File: src/dsts_pkg.sv
// microcode_constant and types shared by the sector transfer sequencer
// ****************************************************************
// Overview of operation
// - write shifts each byte out bit 0 first, then loads next and bumps counter
// - write repeats load and shift until exactly 512 buffer bytes are sent
// - at counter maximum buffer-full rises and the 32-bit ECC is shifted out
// - after ECC stop ECC, hold write gate and encoder for 16 zeros, then drop gate
// - after write gate drops, go to CPU clock, clear counter, raise transfer request
// - CPU grants when sectors remain; the grant clears the transfer request
// - on request clear swap buffer, test ready bit, advance address, restart sector
// - ready bit seen after grant: set status ready, interrupt if enabled, go idle
// - read start selects servo clock; full buffer gives data late finish
// - empty buffer: drop read gate, wait splice, raise gate, clear ECC
// - count 88 servo ticks, clear counter, preset compare constant to 19 hex
// - datapath follows read clock; sequencer stalls until sync byte found
// - on sync found resume, enable ECC and assemble 512 read bytes
// - every eight bits write the assembled byte to buffer and bump counter
// - at buffer-full take in disk ECC, compare, clear counter, test error
// - ECC error: correction outcome on two lines, CPU clock, ready, interrupt, idle
// - no ECC error: drop read clock, CPU clock, raise transfer request
// - read grant clears request, then swap buffer, test ready, next or finish
// - write sends 120 zero gap bits and sync byte 19 hex before data
// ****************************************************************
package dsts_pkg;
  localparam logic [9:0] BUF_BYTES = 10'h200;
  localparam logic [7:0] BYTE_LAST = 8'h07;
  localparam logic [7:0] GAP_BITS = 8'h78;
  localparam logic [7:0] PAD_BITS = 8'h10;
  localparam logic [7:0] ECC_BITS = 8'h20;
  localparam logic [7:0] LOCK_TICKS = 8'h58;
  localparam logic [7:0] SPLICE_TICKS = 8'h28;
  localparam logic [7:0] GATE_TICKS = 8'h08;
  localparam logic [7:0] SYNC_BYTE = 8'h19;
  localparam logic [31:0] ECC_POLY = 32'h0040_0007;
  // register byte offsets
  localparam logic [3:0] OFF_CTRL = 4'h0;
  localparam logic [3:0] OFF_STAT = 4'h4;
  // control word fields
  localparam int B_CONTROLLER_READY_BIT = 0;
  localparam int B_IE = 1;
  localparam int B_READ = 2;
  // status word fields
  localparam int S_CONTROLLER_READY_BIT = 0;
  localparam int S_DLE = 1;
  localparam int S_CMPA = 2;
  localparam int S_STAT = 3;
  localparam int S_REQ = 5;
  localparam int S_BSEL = 6;
  localparam int S_BUSY = 7;
  // correction outcome reported on the two status lines
  localparam logic [1:0] CORR_UNFIXED = 2'h1;
  // pin synchroniser lanes
  localparam int P_SERVO = 0;
  localparam int P_RCLK = 1;
  localparam int P_RDAT = 2;
  localparam int P_DRDY = 3;
  localparam int P_NUM = 4;
  typedef enum logic [1:0] {
    CK_CPU,
    CK_SERVO,
    CK_READ
  } dsts_clk_e;
endpackage

File: src/dsts_sync.sv
// two-flop synchronisers for the drive pins
`timescale 1ns/1ps
`default_nettype none
module dsts_sync
  import dsts_pkg::*;
(
  input wire logic clk, // system clock
  input wire logic rst, // async reset
  input wire logic en, // clock enable
  input wire logic [P_NUM-1:0] d, // raw pins
  output logic [P_NUM-1:0] q // synchronised pins
);
  typedef struct packed {
    logic [P_NUM-1:0] s1;
    logic [P_NUM-1:0] s2;
  } dsts_sync_s;
  dsts_sync_s r_r, r_nxt;
  genvar i;
  generate
    for (i = 0; i < P_NUM; i++) begin : g_lane
      always_comb begin
        r_nxt.s1[i] = d[i];
        r_nxt.s2[i] = r_r.s1[i];
      end
    end
  endgenerate
  always_ff @(posedge clk or posedge rst) begin
    if (rst) begin
      r_r <= '0;
    end else if (en) begin
      r_r <= r_nxt;
    end
  end
  assign q = r_r.s2;
endmodule
`default_nettype wire

File: src/dsts_ecc.sv
// serial 32-bit ECC generator and checker
`timescale 1ns/1ps
`default_nettype none
module dsts_ecc
  import dsts_pkg::*;
(
  input wire logic clk, // system clock
  input wire logic rst, // async reset
  input wire logic en, // clock enable
  input wire logic clr, // clear remainder
  input wire logic feed, // absorb din
  input wire logic din, // serial data bit
  input wire logic shift, // shift remainder out
  output logic msb, // next ECC bit out
  output logic zero // remainder is zero
);
  typedef struct packed {
    logic [31:0] rem;
  } dsts_ecc_s;
  dsts_ecc_s r_r, r_nxt;
  logic fb;
  // feeding the stored ECC after the data leaves zero when they agree
  always_comb begin
    r_nxt = r_r;
    fb = r_r.rem[31] ^ din;
    if (clr) begin
      r_nxt.rem = '0;
    end else if (feed) begin
      r_nxt.rem = {r_r.rem[30:0], 1'b0} ^ (fb ? ECC_POLY : 32'h0);
    end else if (shift) begin
      r_nxt.rem = {r_r.rem[30:0], 1'b0};
    end
  end
  always_ff @(posedge clk or posedge rst) begin
    if (rst) begin
      r_r <= '0;
    end else if (en) begin
      r_r <= r_nxt;
    end
  end
  assign msb = r_r.rem[31];
  assign zero = (r_r.rem == 32'h0);
endmodule
`default_nettype wire

File: src/dsts_seq.sv
// sector data phase sequencer: write, read, transfer handshake
//
// Our own choices: the register offsets and the strobed register port.
`timescale 1ns/1ps
`default_nettype none
module dsts_seq
  import dsts_pkg::*;
(
  input wire logic clk, // system clock
  input wire logic rst, // async reset
  input wire logic en, // clock enable, freezes state when low
  input wire logic [3:0] reg_addr, // register byte address
  input wire logic [31:0] reg_wdata, // register write data
  input wire logic reg_wr, // write strobe
  input wire logic reg_rd, // read strobe
  output logic [31:0] reg_rdata, // read data, cycle after strobe
  input wire logic transfer_grant, // CPU grant
  output logic port_transfer_request, // sector ready for CPU
  output logic bus_request_level5, // completion interrupt request
  input wire logic drive_servo_clock, // drive servo clock pin
  input wire logic drive_read_clock, // drive read clock pin
  input wire logic drive_read_data, // drive serial read data pin
  input wire logic drive_ready, // drive ready pin
  output logic read_gate, // read gate tag
  output logic write_gate, // write gate tag
  output logic write_encoder_enable, // serial encoder enable
  output logic drive_write_data, // serial write data
  output logic shift_out_bit, // shift register bit 0
  output logic [1:0] clock_select, // datapath clock source
  output logic sync_byte_found, // sync byte seen on read
  input wire logic buffer_full_in, // selected buffer holds a sector
  input wire logic [7:0] buf_rdata, // byte at buf_addr
  output logic buf_select, // 0 buffer A, 1 buffer B
  output logic [8:0] buf_addr, // buffer address counter
  output logic [7:0] buf_wdata, // byte to buffer
  output logic buf_we, // buffer write pulse
  output logic buffer_full_flag, // counter at maximum
  output logic [15:0] disk_address, // sector address
  output logic timer_restart, // function timer reset pulse
  output logic [1:0] ecc_status // correction outcome lines
);
  typedef enum logic [3:0] {
    ST_IDLE, ST_CHK, ST_WLOOP, ST_WGAP, ST_WSYNC, ST_WDATA, ST_WECC,
    ST_WPAD, ST_SPLICE, ST_LOCK, ST_HUNT, ST_RDATA, ST_RECC, ST_RCHK,
    ST_RCORR, ST_XFER
  } dsts_st_e;
  typedef enum logic {
    NX_NEXT,
    NX_HOLD
  } dsts_nx_e;
  typedef struct packed {
    dsts_st_e st;
    logic nxt_pend;
    dsts_clk_e ck;
    logic rg;
    logic wg;
    logic enc;
    logic wdat;
    logic req;
    logic irq;
    logic controller_ready_bit;
    logic dle;
    logic cmpa;
    logic [1:0] stat;
    logic ie;
    logic controller_ready_bit_cmd;
    logic rdfn;
    logic bsel;
    logic [9:0] cnt;
    logic full;
    logic [7:0] bitc;
    logic [7:0] sr;
    logic [7:0] cst;
    logic syncf;
    logic we;
    logic [7:0] wd;
    logic [15:0] dadr;
    logic trst;
    logic [31:0] rdata;
    logic ps;
    logic pr;
  } dsts_seq_s;
  dsts_seq_s q_r, q_nxt;
  logic [P_NUM-1:0] pin;
  logic stick, rtick, rbit;
  logic ecc_clr, ecc_feed, ecc_din, ecc_shift, ecc_msb, ecc_zero;
  logic [7:0] rbyte;
  dsts_sync u_sync (
    .clk(clk),
    .rst(rst),
    .en(en),
    .d({drive_ready, drive_read_data, drive_read_clock, drive_servo_clock}),
    .q(pin)
  );
  dsts_ecc u_ecc (
    .clk(clk),
    .rst(rst),
    .en(en),
    .clr(ecc_clr),
    .feed(ecc_feed),
    .din(ecc_din),
    .shift(ecc_shift),
    .msb(ecc_msb),
    .zero(ecc_zero)
  );
  // ****************************************************************
  // sequencer
  // ****************************************************************
  always_comb begin
    q_nxt = q_r;
    q_nxt.we = 1'b0;
    q_nxt.trst = 1'b0;
    q_nxt.rdata = 32'h0;
    q_nxt.ps = pin[P_SERVO];
    q_nxt.pr = pin[P_RCLK];
    stick = pin[P_SERVO] & ~q_r.ps;
    rtick = pin[P_RCLK] & ~q_r.pr;
    rbit = pin[P_RDAT];
    rbyte = {rbit, q_r.sr[7:1]};
    ecc_clr = 1'b0;
    ecc_feed = 1'b0;
    ecc_din = 1'b0;
    ecc_shift = 1'b0;
    if (q_r.we) begin
      q_nxt.cnt = q_r.cnt + 10'h1;
    end
    // ****************************************************************
    // register port
    // ****************************************************************
    if (reg_rd) begin
      case (reg_addr)
        OFF_CTRL: begin
          q_nxt.rdata[B_CONTROLLER_READY_BIT] = q_r.controller_ready_bit_cmd;
          q_nxt.rdata[B_IE] = q_r.ie;
          q_nxt.rdata[B_READ] = q_r.rdfn;
        end
        OFF_STAT: begin
          q_nxt.rdata[S_CONTROLLER_READY_BIT] = q_r.controller_ready_bit;
          q_nxt.rdata[S_DLE] = q_r.dle;
          q_nxt.rdata[S_CMPA] = q_r.cmpa;
          q_nxt.rdata[S_STAT+1:S_STAT] = q_r.stat;
          q_nxt.rdata[S_REQ] = q_r.req;
          q_nxt.rdata[S_BSEL] = q_r.bsel;
          q_nxt.rdata[S_BUSY] = (q_r.st != ST_IDLE);
        end
        default: q_nxt.rdata = 32'h0;
      endcase
    end
    if (reg_wr && reg_addr == OFF_CTRL) begin
      q_nxt.controller_ready_bit_cmd = reg_wdata[B_CONTROLLER_READY_BIT];
      q_nxt.ie = reg_wdata[B_IE];
      q_nxt.irq = 1'b0;
      // a control word with ready clear starts a function from idle
      if (q_r.st == ST_IDLE && !reg_wdata[B_CONTROLLER_READY_BIT]) begin
        q_nxt.rdfn = reg_wdata[B_READ];
        q_nxt.controller_ready_bit = 1'b0;
        q_nxt.dle = 1'b0;
        q_nxt.stat = 2'h0;
        q_nxt.st = ST_CHK;
      end
    end
    case (q_r.st)
      ST_IDLE: begin
        q_nxt.ck = CK_CPU;
      end
      ST_CHK: begin
        q_nxt.ck = CK_SERVO;
        q_nxt.bitc = 8'h0;
        // write needs a loaded buffer, read needs an empty one
        if (buffer_full_in == q_r.rdfn) begin
          q_nxt.cmpa = 1'b0;
          q_nxt.controller_ready_bit = 1'b1;
          q_nxt.dle = 1'b1;
          q_nxt.irq = q_r.ie;
          q_nxt.ck = CK_CPU;
          q_nxt.st = ST_IDLE;
        end else begin
          q_nxt.rg = 1'b0;
          q_nxt.st = q_r.rdfn ? ST_SPLICE : ST_WLOOP;
        end
      end
      ST_WLOOP: if (stick) begin
        q_nxt.bitc = q_r.bitc + 8'h1;
        if (q_r.bitc == GATE_TICKS - 8'h1) begin
          q_nxt.wg = 1'b1;
          q_nxt.sr = 8'h0;
          q_nxt.cnt = 10'h0;
          // the tick that raises the gate already carries the first gap zero
          q_nxt.wdat = 1'b0;
          q_nxt.bitc = 8'h1;
          q_nxt.st = ST_WGAP;
        end
      end
      ST_WGAP: if (stick) begin
        q_nxt.wdat = 1'b0;
        q_nxt.bitc = q_r.bitc + 8'h1;
        if (q_r.bitc == GAP_BITS - 8'h1) begin
          q_nxt.sr = SYNC_BYTE;
          q_nxt.enc = 1'b1;
          q_nxt.bitc = 8'h0;
          ecc_clr = 1'b1;
          q_nxt.st = ST_WSYNC;
        end
      end
      ST_WSYNC, ST_WDATA: if (stick) begin
        q_nxt.wdat = q_r.sr[0];
        q_nxt.sr = {1'b0, q_r.sr[7:1]};
        q_nxt.bitc = q_r.bitc + 8'h1;
        if (q_r.st == ST_WDATA) begin
          ecc_feed = 1'b1;
          ecc_din = q_r.sr[0];
        end
        if (q_r.bitc == BYTE_LAST) begin
          q_nxt.bitc = 8'h0;
          if (q_r.cnt == BUF_BYTES) begin
            q_nxt.st = ST_WECC;
          end else begin
            q_nxt.sr = buf_rdata;
            q_nxt.cnt = q_r.cnt + 10'h1;
            q_nxt.st = ST_WDATA;
          end
        end
      end
      ST_WECC: if (stick) begin
        q_nxt.wdat = ecc_msb;
        ecc_shift = 1'b1;
        q_nxt.bitc = q_r.bitc + 8'h1;
        if (q_r.bitc == ECC_BITS - 8'h1) begin
          q_nxt.bitc = 8'h0;
          q_nxt.st = ST_WPAD;
        end
      end
      ST_WPAD: if (stick) begin
        q_nxt.wdat = 1'b0;
        q_nxt.bitc = q_r.bitc + 8'h1;
        // gate drops one tick after the last zero so that bit keeps its full cell
        if (q_r.bitc == PAD_BITS) begin
          q_nxt.wg = 1'b0;
          q_nxt.enc = 1'b0;
          q_nxt.ck = CK_CPU;
          q_nxt.cnt = 10'h0;
          q_nxt.req = 1'b1;
          q_nxt.st = ST_XFER;
        end
      end
      ST_SPLICE: if (stick) begin
        q_nxt.bitc = q_r.bitc + 8'h1;
        if (q_r.bitc == SPLICE_TICKS - 8'h1) begin
          q_nxt.rg = 1'b1;
          ecc_clr = 1'b1;
          q_nxt.bitc = 8'h0;
          q_nxt.st = ST_LOCK;
        end
      end
      ST_LOCK: if (stick) begin
        q_nxt.bitc = q_r.bitc + 8'h1;
        if (q_r.bitc == LOCK_TICKS - 8'h1) begin
          q_nxt.cnt = 10'h0;
          q_nxt.cst = SYNC_BYTE;
          q_nxt.sr = 8'h0;
          q_nxt.bitc = 8'h0;
          q_nxt.ck = CK_READ;
          q_nxt.st = ST_HUNT;
        end
      end
      // sequencer holds here; only the window shifts on read clock
      ST_HUNT: if (rtick) begin
        q_nxt.sr = rbyte;
        if (rbyte == q_r.cst) begin
          q_nxt.syncf = 1'b1;
          q_nxt.st = ST_RDATA;
        end
      end
      ST_RDATA: begin
        if (q_r.we && q_r.cnt == BUF_BYTES - 10'h1) begin
          q_nxt.bitc = 8'h0;
          q_nxt.st = ST_RECC;
        end else if (rtick) begin
          q_nxt.sr = rbyte;
          ecc_feed = 1'b1;
          ecc_din = rbit;
          q_nxt.bitc = q_r.bitc + 8'h1;
          if (q_r.bitc == BYTE_LAST) begin
            q_nxt.bitc = 8'h0;
            q_nxt.wd = rbyte;
            q_nxt.we = 1'b1;
          end
        end
      end
      ST_RECC: if (rtick) begin
        ecc_feed = 1'b1;
        ecc_din = rbit;
        q_nxt.bitc = q_r.bitc + 8'h1;
        if (q_r.bitc == ECC_BITS - 8'h1) begin
          q_nxt.syncf = 1'b0;
          q_nxt.st = ST_RCHK;
        end
      end
      ST_RCHK: begin
        q_nxt.cnt = 10'h0;
        if (!ecc_zero) begin
          q_nxt.st = ST_RCORR;
        end else begin
          q_nxt.ck = CK_CPU;
          q_nxt.req = 1'b1;
          q_nxt.st = ST_XFER;
        end
      end
      // correction is not attempted here; outcome reports it uncorrected
      ST_RCORR: begin
        q_nxt.stat = CORR_UNFIXED;
        q_nxt.ck = CK_CPU;
        q_nxt.cnt = 10'h0;
        q_nxt.controller_ready_bit = 1'b1;
        q_nxt.irq = q_r.ie;
        q_nxt.st = ST_IDLE;
      end
      ST_XFER: begin
        if (q_r.req && transfer_grant) begin
          q_nxt.req = 1'b0;
          q_nxt.nxt_pend = NX_NEXT;
        end else if (!q_r.req) begin
          q_nxt.bsel = ~q_r.bsel;
          // controller-ready in the control word must precede the grant
          if (q_r.controller_ready_bit_cmd) begin
            q_nxt.controller_ready_bit = 1'b1;
            q_nxt.irq = q_r.ie;
            q_nxt.st = ST_IDLE;
          end else if (pin[P_DRDY]) begin
            q_nxt.dadr = q_r.dadr + 16'h1;
            q_nxt.trst = 1'b1;
            q_nxt.st = ST_CHK;
          end else begin
            q_nxt.controller_ready_bit = 1'b1;
            q_nxt.irq = q_r.ie;
            q_nxt.st = ST_IDLE;
          end
        end
      end
      default: q_nxt.st = ST_IDLE;
    endcase
    q_nxt.full = (q_nxt.cnt == BUF_BYTES);
  end
  always_ff @(posedge clk or posedge rst) begin
    if (rst) begin
      q_r <= '0;
      q_r.st <= ST_IDLE;
      q_r.ck <= CK_CPU;
      q_r.nxt_pend <= NX_HOLD;
    end else if (en) begin
      q_r <= q_nxt;
    end
  end
  assign reg_rdata = q_r.rdata;
  assign port_transfer_request = q_r.req;
  assign bus_request_level5 = q_r.irq;
  assign read_gate = q_r.rg;
  assign write_gate = q_r.wg;
  assign write_encoder_enable = q_r.enc;
  assign drive_write_data = q_r.wdat;
  assign shift_out_bit = q_r.sr[0];
  assign clock_select = q_r.ck;
  assign sync_byte_found = q_r.syncf;
  assign buf_select = q_r.bsel;
  assign buf_addr = q_r.cnt[8:0];
  assign buf_wdata = q_r.wd;
  assign buf_we = q_r.we;
  assign buffer_full_flag = q_r.full;
  assign disk_address = q_r.dadr;
  assign timer_restart = q_r.trst;
  assign ecc_status = q_r.stat;
endmodule
`default_nettype wire

File: config.mk
export PLATFORM = sky130hd
export DESIGN_NAME = dsts_seq
export DESIGN_NICKNAME = d
export VERILOG_FILES = /design/src/dsts_pkg.sv /design/src/dsts_sync.sv /design/src/dsts_ecc.sv /design/src/dsts_seq.sv
export SDC_FILE = /design/constraint.sdc
export NUM_CORES = 1
export LEC_CHECK = 0
export ABC_AREA = 0
export BUFFER_PORTS_ARGS = -buffer_cell sky130_fd_sc_hd__buf_2
export CAP_MARGIN = 20
export CORE_MARGIN = 10
export CORE_UTILIZATION = 25
export DETAILED_ROUTE_END_ITERATION = 6
export SYNTH_ARGS = -nofsm -noshare
export SYNTH_HDL_FRONTEND = slang
export SYNTH_HIERARCHICAL = 1
export SYNTH_SLANG_ARGS = --single-unit
File: constraint.sdc
create_clock -name clk -period 3.1 [get_ports clk]
set_clock_uncertainty 0.2 [all_clocks]
set_input_delay 0 -clock clk [delete_from_list [all_inputs] [get_ports clk]]
set_output_delay 0 -clock clk [all_outputs]
set_load 0.03 [all_outputs]
### After elaboration in Yosys (flattened, before gate mapping)

Cells that the tools add are included.

* flip-flop bits (word level): 149
* bits of input ports: 55
* output and inout port bits: 81
* word-level logic and storage cells: 276

* add/subtract/negate cells: 3
* eq/ne operators: 49
* muxes and demuxes: 141
* bitwise logic cells: 11
* reductions and logical operators: 41

Operators by type and width (number)
* 16-bit two-way mux: 7
* 4-bit two-way mux: 28
* 10-bit two-way mux: 10
* 32-bit two-way mux: 3
* 8-bit two-way mux: 12
* 8-bit case mux with 10 select lines: 1
* 4-bit case mux with 14 select lines: 1
* 10-bit case mux with 5 select lines: 1
* 24-bit two-way mux: 2
* 8-bit case mux with 6 select lines: 1
* 2-bit != test (second input constant): 21
* 1-bit two-way mux: 40
* 9-bit two-way mux: 4
* 4-bit == test (second input constant): 8
* 32-bit logical NOT: 1
* 32-bit bitwise XOR: 1
* 2-bit two-way mux: 15
* 6-bit AND reduction: 5
* 23-bit two-way mux: 1
* 10-bit == test (second input constant): 2
* 4-bit by 3-bit == test with 1-bit output (second input constant): 5
* 16-bit by 1-bit adder with 16-bit output (second input constant): 1
* 8-bit by 5-bit == test with 1-bit output (second input constant): 2
* 8-bit by 7-bit == test with 1-bit output (second input constant): 2
* 39 further kinds: 71

### Longest topological paths before layout

Gate-level depths: netlist of run 1.

* depth in word-level cells: 10
* mapped depth: 13

### Modules after synthesis

The synthesis of run 1 kept the hierarchy.

By module, submodules not included
* dsts_seq: times used 1, cells each 607, area an instance 5642.9 µm²
* dsts_ecc: times used 1, cells each 163, area an instance 1540.2 µm²
* dsts_sync: times used 1, cells each 18, area an instance 335.3 µm²

### Worst setup path before layout of run 1

OpenSTA, ideal clock, no wires.

* kind: register to register
* start point: register q_r[117] (netlist name)
* end point: register u_ecc/r_r[1] (netlist name)
* setup time: 126 ps
* arrival time: 2612 ps
* required time: 2774 ps
* path slack: 162 ps
* cell stages (with the launch flop): 12
* path buffers: 4
* cells stage by stage: dfrtp_1 buf_2 buf_2 inv_2 buf_2 nand2_1 nor4_1 inv_1 a21oi_1 clkbuf_1 nor2_1 a311o_1

RTL lines
* from (decl): RTL line dsts_seq.sv:83 `dsts_seq_s q_r, q_nxt;`
* from (signal assigned): RTL line dsts_seq.sv:351 `q_r <= q_nxt;`
* 4-bit == test / 4-bit by 2-bit == test with 1-bit output (equally long branches): RTL line dsts_seq.sv:162 `case (q_r.st)`
* 1-bit case mux with 2 select lines (*): RTL line dsts_seq.sv:162
* net ecc_clr: RTL line dsts_seq.sv:86 `logic ecc_clr, ecc_feed, ecc_din, ecc_shift, ecc_msb, ecc_zero;`
* 3-bit nonzero test (no line)
* 2-bit AND reduction (no line)
* to (signal assigned): RTL line dsts_ecc.sv:38 `r_r <= r_nxt;`
* to (decl): RTL line dsts_ecc.sv:20 `dsts_ecc_s r_r, r_nxt;`

Mark *: on every way through the listed nets, which the timed path passes. The rest lies on a longest branch.
A chain may end at the register's enable or synchronous reset.

### Worst setup path in the final report of run 1

* start point: register q_r[77] (netlist name)
* end point: register q_r (netlist bit buffer_full_flag)

* word-level cells in the longest chain between the ends: 5

RTL lines
* 8-bit by 7-bit == test with 1-bit output (tied with other cells): RTL line dsts_seq.sv:257 `if (q_r.bitc == LOCK_TICKS - 8'h1) begin`
* 10-bit two-way mux, on equally long branches (2 in a row)
* 10-bit case mux with 5 select lines (*): RTL line dsts_seq.sv:162
* 10-bit == test (*): RTL line dsts_seq.sv:342 `q_nxt.full = (q_nxt.cnt == BUF_BYTES);`

Mark *: on every way between the ends. The rest lies on a longest branch, timed or not.

==> out/qor.csv, run 1 <==
metric;value;unit
status;finished, final reports clean;
required time worst endpoint;3.25;ns
number of fill cells;3141;
hold crit path type;in2async;
Internal;3.92;mW
layout cells sized above 1;25.3;%
combinational power share;34.0;%
synthesized flop and latch total;124;
CTS tree;built;
largest net degree at the start of global routing;56;
top cell type's share of synthesized area;41.3;%
Post-CTS Setup Bufs;0;
Final Max Slew Viols;0;
vias post-DR;6173;
Clk network pwr share;32.5;%
Psw;2.28;mW
Root Driver;clkbuf_16;
post-synthesis sequential area ratio;41.3;%
DRT Pass-1 Iters;5;
Slew @ Worst Pin;0.683;ns
Worst Setup Start Kind;register;
Yosys top cell by area;dfrtp_1;
# setup viols final;0;
nets;947;
fin area;9100;um2
Yosys warning total;6;
Pwr Total;6.20;mW
CTS max path bufs;2;
Die Y;193;um
Cell Rows;63;
Static Leak;4.11;nW
commonest non-fill, non-tap cells in the layout;dfrtp_1 (124), nand2_1 (82), buf_2 (81), o21ai_0 (54), buf_4 (52);
top cells by area, synth;dfrtp_1 (41%), buf_4 (7.3%), nand2_1 (4.1%);
core area;29600;um2
Layout area overhead;21.0;%
die area;37400;um2
clock latency on the worst-skew pair;0.42;ns
routed len/inst;17.1;um
WS Path Type;reg2reg;
post-synth cell types;88;
total track usage;11.6;%
number of remaining DRC errors;0;
syn_area_per_cell;9.54;um2
CP max FO;8;
Horiz. Die Dim;193;um
initial antenna violation count;1;
Max Clk Rate;345;MHz
Max VDD drop;0.000419;V
Vias/cell;4.80;
Power Density;681;nW/um2
R2R Path Start;q_r[77];
Worst setup startpoint;q_r[77];
Max Cap Viol;0;
DR iter-0 viols;358;
clk slew on worst S/H paths;0.06;ns
crit path DAT;3.05;ns
# clock sinks;124;
ant diodes;0;
Final min period;2.90;ns
IO Count;136;
initial core utilization;25.4;%
register share of total power;33.5;%
antenna viol nets, final;0;
H-tree Lvls;4;
final WL;22.0;mm
first-pass GRT wire length;35.6;mm
Post-Syn Area;7520;um2
crit end category;register;
gr ovfl total;0;
Fin. Hold Viols;0;
Top FF cell, synth;dfrtp_1;
placed cell areas;8220;um2
vias in the first global route;6332;
most common cell after layout, fill and taps aside;dfrtp_1;
Post-synth ARST share;100;%
cells after synthesis;788;
CTS Buf Count;17;
number of synthesized flops with an enable pin;0;
switch share;36.8;%
max-slew headroom at the worst pin;54.4;%
DP Wirelength;16.3;mm
PortBufs;81;
crit share post-route;93.4;%
gpl congestion;0.948;
cell families (layout without fill, tap and decap cells):
kind of cell    count (synthesis)  in the layout  synth area share (%)
simple gates                  285            285                  21.0
compound gates                177            177                  16.8
buf+inv                       135            220                  11.2
flops                         124            124                  41.3
mux                            36             36                  5.76
xor+xnor                       23             23                  2.78
fa+ha+maj                       7              7                  1.16
other cells                     1             25                0.0499
synth_stat cells (all sizes together), types with 7 or more instances:
master and n:
nand2 82, inv 23, a21oi 20, a22o 13
nor2b 13, nor3 25, ha 7, nand4 12
clkbuf 19, o31ai 9, xnor2 17, nand2b 34
dfrtp 124, mux2 34, nor2 37, nand3 26
and3 10, o21ai 62, o211ai 9, buf 92
nor4 13
critical path, cell delays in order, from the launching register on:
cell,delay [ns]
dfrtp_1,0.43
ha_1,0.29
and4bb_1,0.24
and3_1,0.20
a21oi_1,0.53
nor2_1,0.13
o221a_4,0.29
nor4_2,0.31
a41o_1,0.21
metal layers:
layer	wire [um]	vias up	global-route usage, %
li1	-	2940	-
met1	9940	2981	15.0
met2	10100	219	18.1
met3	1570	33	3.54
met4	362	0	3.40
met5	0	-	0
sequential cells by signal, summed over array words and instances (netlist names), 2 cells and up:
name and flops:
u_sync/r_nxt 4, q_r 28, buf_addr 9, disk_address 16, buf_wdata 8, u_ecc/r_r 32
u_sync/q 4, clock_select 2, reg_rdata 8
path summary, 6_finish.rpt:
path	depth (start not counted)	slack [ns]	end
min in group clk	3	0.16	q_r[97]
hold / removal	3	0.04	drive_write_data
setup reg to reg	8	0.20	buffer_full_flag
setup / recovery	8	0.20	buffer_full_flag
hold reg to reg	1	0.27	disk_address[15]
max in group asynchronous	4	1.97	disk_address[5]
metrics by stage:
step	hold slack [ns]	worst slack, ns	std cells	TNS [ns]	util [%]
detailed placement	-0.194	0.220	1228	0	27.7
global placement	-0.201	0.225	1228	0	27.7
CTS	0.0652	0.191	1287	0	30.7
global route	0.110	-0.0392	1287	-0.430	30.7
floorplan	-0.384	0.162	812	0	-
finish	0.0350	0.204	1287	0	30.7
final cells by class:
class | count | area [um2] | area share (%)
clock buffers | 19 | 443 | 4.87
clock inverters | 12 | 148 | 1.62
inverters | 24 | 91.3 | 1.00
multi-input cells | 553 | 3670 | 40.3
flip-flops and latches | 124 | 3100 | 34.1
well taps | 390 | 488 | 5.36
repair buffers | 165 | 1160 | 12.7
what timing repair did:
action,in CTS,in global routing
setup endpoints to repair,0,31
hold endpoints to repair,110,0
hold buffers,28,0
gates resized for setup,0,1
power groups by stage:
stage | clock network [mW] | registers [mW] | logic [mW]
after detailed placement | 0 | 2.10 | 2.05
final | 2.01 | 2.08 | 2.11
after CTS | 2.06 | 2.07 | 2.09
after global routing | 2.16 | 2.11 | 2.29
after floorplan | 0 | 2.03 | 1.48
after global placement | 0 | 2.10 | 2.05
(Power assumes the default switching activity.)
==> inputs of run 2 (changes only) <==
Settings changed: CELL_PAD_IN_SITES_DETAIL_PLACEMENT set to 1, CELL_PAD_IN_SITES_GLOBAL_PLACEMENT set to 1, PLACE_DENSITY_LB_ADDON set to 0.1.
==> out/qor.csv, run 2 (synthesized netlist as in run 1, its figures left out) <==
metric;value;unit
Die Y;193;um
Reg area;3110;um2
commonest non-fill, non-tap cells in the layout;dfrtp_1 (122), nand2_1 (82), buf_2 (81), buf_4 (68), o21ai_0 (54);
WS Path Type;reg2reg;
Setup Total Neg Slack;0;ns
RSZ-0062 raised after global routing;no;
vias in the first global route;6982;
hold crit path type;in2async;
final WL;25.5;mm
DRT Pass-1 Iters;5;
H-tree Lvls;4;
Top reg by flops;u_ecc/r_r;
CTS Buf Count;17;
DR iter-0 viols;379;
Horiz. Die Dim;193;um
required time worst endpoint;3.26;ns
Placed Cells incl. Taps;1240;
number of fill cells;3428;
Power Density;706;nW/um2
initial antenna violation count;0;
Cell Rows;63;
Max VDD drop;0.000300;V
status;finished, final reports clean;
nets;963;
IO Count;136;
Final Max Slew Viols;0;
Max Cap Viol;0;
die area;37400;um2
clock latency on the worst-skew pair;0.42;ns
crit share post-route;94.1;%
CP max FO;18;
routed len/inst;19.5;um
Worst Setup Start Kind;register;
Slew @ Worst Pin;0.873;ns
DP Wirelength;18.7;mm
number of remaining DRC errors;0;
Vias/cell;4.82;
ant diodes;0;
# setup viols final;0;
first-pass GRT wire length;40.7;mm
antenna viol nets, final;0;
most common cell after layout, fill and taps aside;dfrtp_1;
gr ovfl total;0;
fin cells;1304;
clk slew on worst S/H paths;0.06;ns
Layout area overhead;23.0;%
R2R depth;8;
max-slew headroom at the worst pin;41.8;%
CTS max path bufs;2;
PortBufs;81;
total track usage;13.5;%
initial core utilization;25.4;%
CTS tree;built;
core area;29600;um2
Static Leak;4.18;nW
crit end category;register;
vias post-DR;6291;
Fin. Hold Viols;0;
gpl congestion;0.884;
# clock sinks;124;
R2R Setup Slk;0.18;ns
Final min period;2.92;ns
crit path DAT;3.08;ns
layout cells sized above 1;27.0;%
largest net degree at the start of global routing;45;
area of the multi-input gates;3690;um2
Largest register FFs;32;
Max Clk Rate;343;MHz
Root Driver;clkbuf_16;
Hold Slack;0.0322;ns
==> run 2: cell type report <==
type                    instances  area share (%)
clock buffers                  18            4.64
inverters                      24           0.988
well taps                     390            5.28
clock inverters                14            1.98
repair buffers                181            13.7
flip-flops and latches        124            33.6
multi-input cells             553            39.9
==> run 2: metal layers <==
| metal | vias up | global-route usage, % | wire [um] |
|---|---|---|---|
| li1 | 2965 | - | - |
| met3 | 20 | 2.80 | 1070 |
| met2 | 122 | 22.8 | 12600 |
| met4 | 0 | 4.01 | 308 |
| met5 | - | 0 | 0 |
| met1 | 3184 | 16.8 | 11500 |
==> run 2: worst max-delay path: stages, from the launching register on <==
cell and delay [ns]:
dfrtp_1 0.47, buf_4 0.25, or3b_4 0.45, o311ai_2 0.10
o21ai_2 0.12, o21ba_1 0.32, o311a_1 0.35, nor4_2 0.38
a41o_1 0.22
==> run 2: worst paths after layout <==
| check | to | from |
|---|---|---|
| worst max-delay path | buffer_full_flag | q_r[115] |
| worst min-delay path | u_ecc/r_r[22] | rst |
| worst max register to register | buffer_full_flag | q_r[115] |
| worst min register to register | disk_address[15] | disk_address[15] |
| max in group asynchronous | q_r[116] | rst |
| min in group clk | q_r[114] | reg_addr[3] |
==> run 2: stage by stage <==
stage / area (um2) / power (mW) / worst slack, ns / util [%]
6_report: 9250 / 6.53 / 0.182 / 31.2
5_1_grt: 9250 / 6.93 / 0.0228 / 31.2
4_1_cts: 9200 / 6.60 / 0.0189 / 31.0
3_5_place_dp: 8300 / 4.35 / 0.0311 / 28.0
3_3_place_gp: 8300 / 4.32 / 0.0800 / 28.0
2_1_floorplan: 7610 / 3.51 / 0.162 / -
==> run 2: power breakdown <==
group | switching (mW) | leakage (nW) | internal, mW
Combinational | 1.41 | 2.24 | 0.903
Sequential | 0.243 | 1.65 | 1.82
Clock | 0.869 | 0.294 | 1.28
==> run 2: repair_timing <==
action / CTS / global route
resized for setup: 0 / 6
hold endpoints to repair: 120 / 0
setup buffers: 0 / 3
hold buffers: 29 / 0
endpoints found under the setup margin: 0 / 37
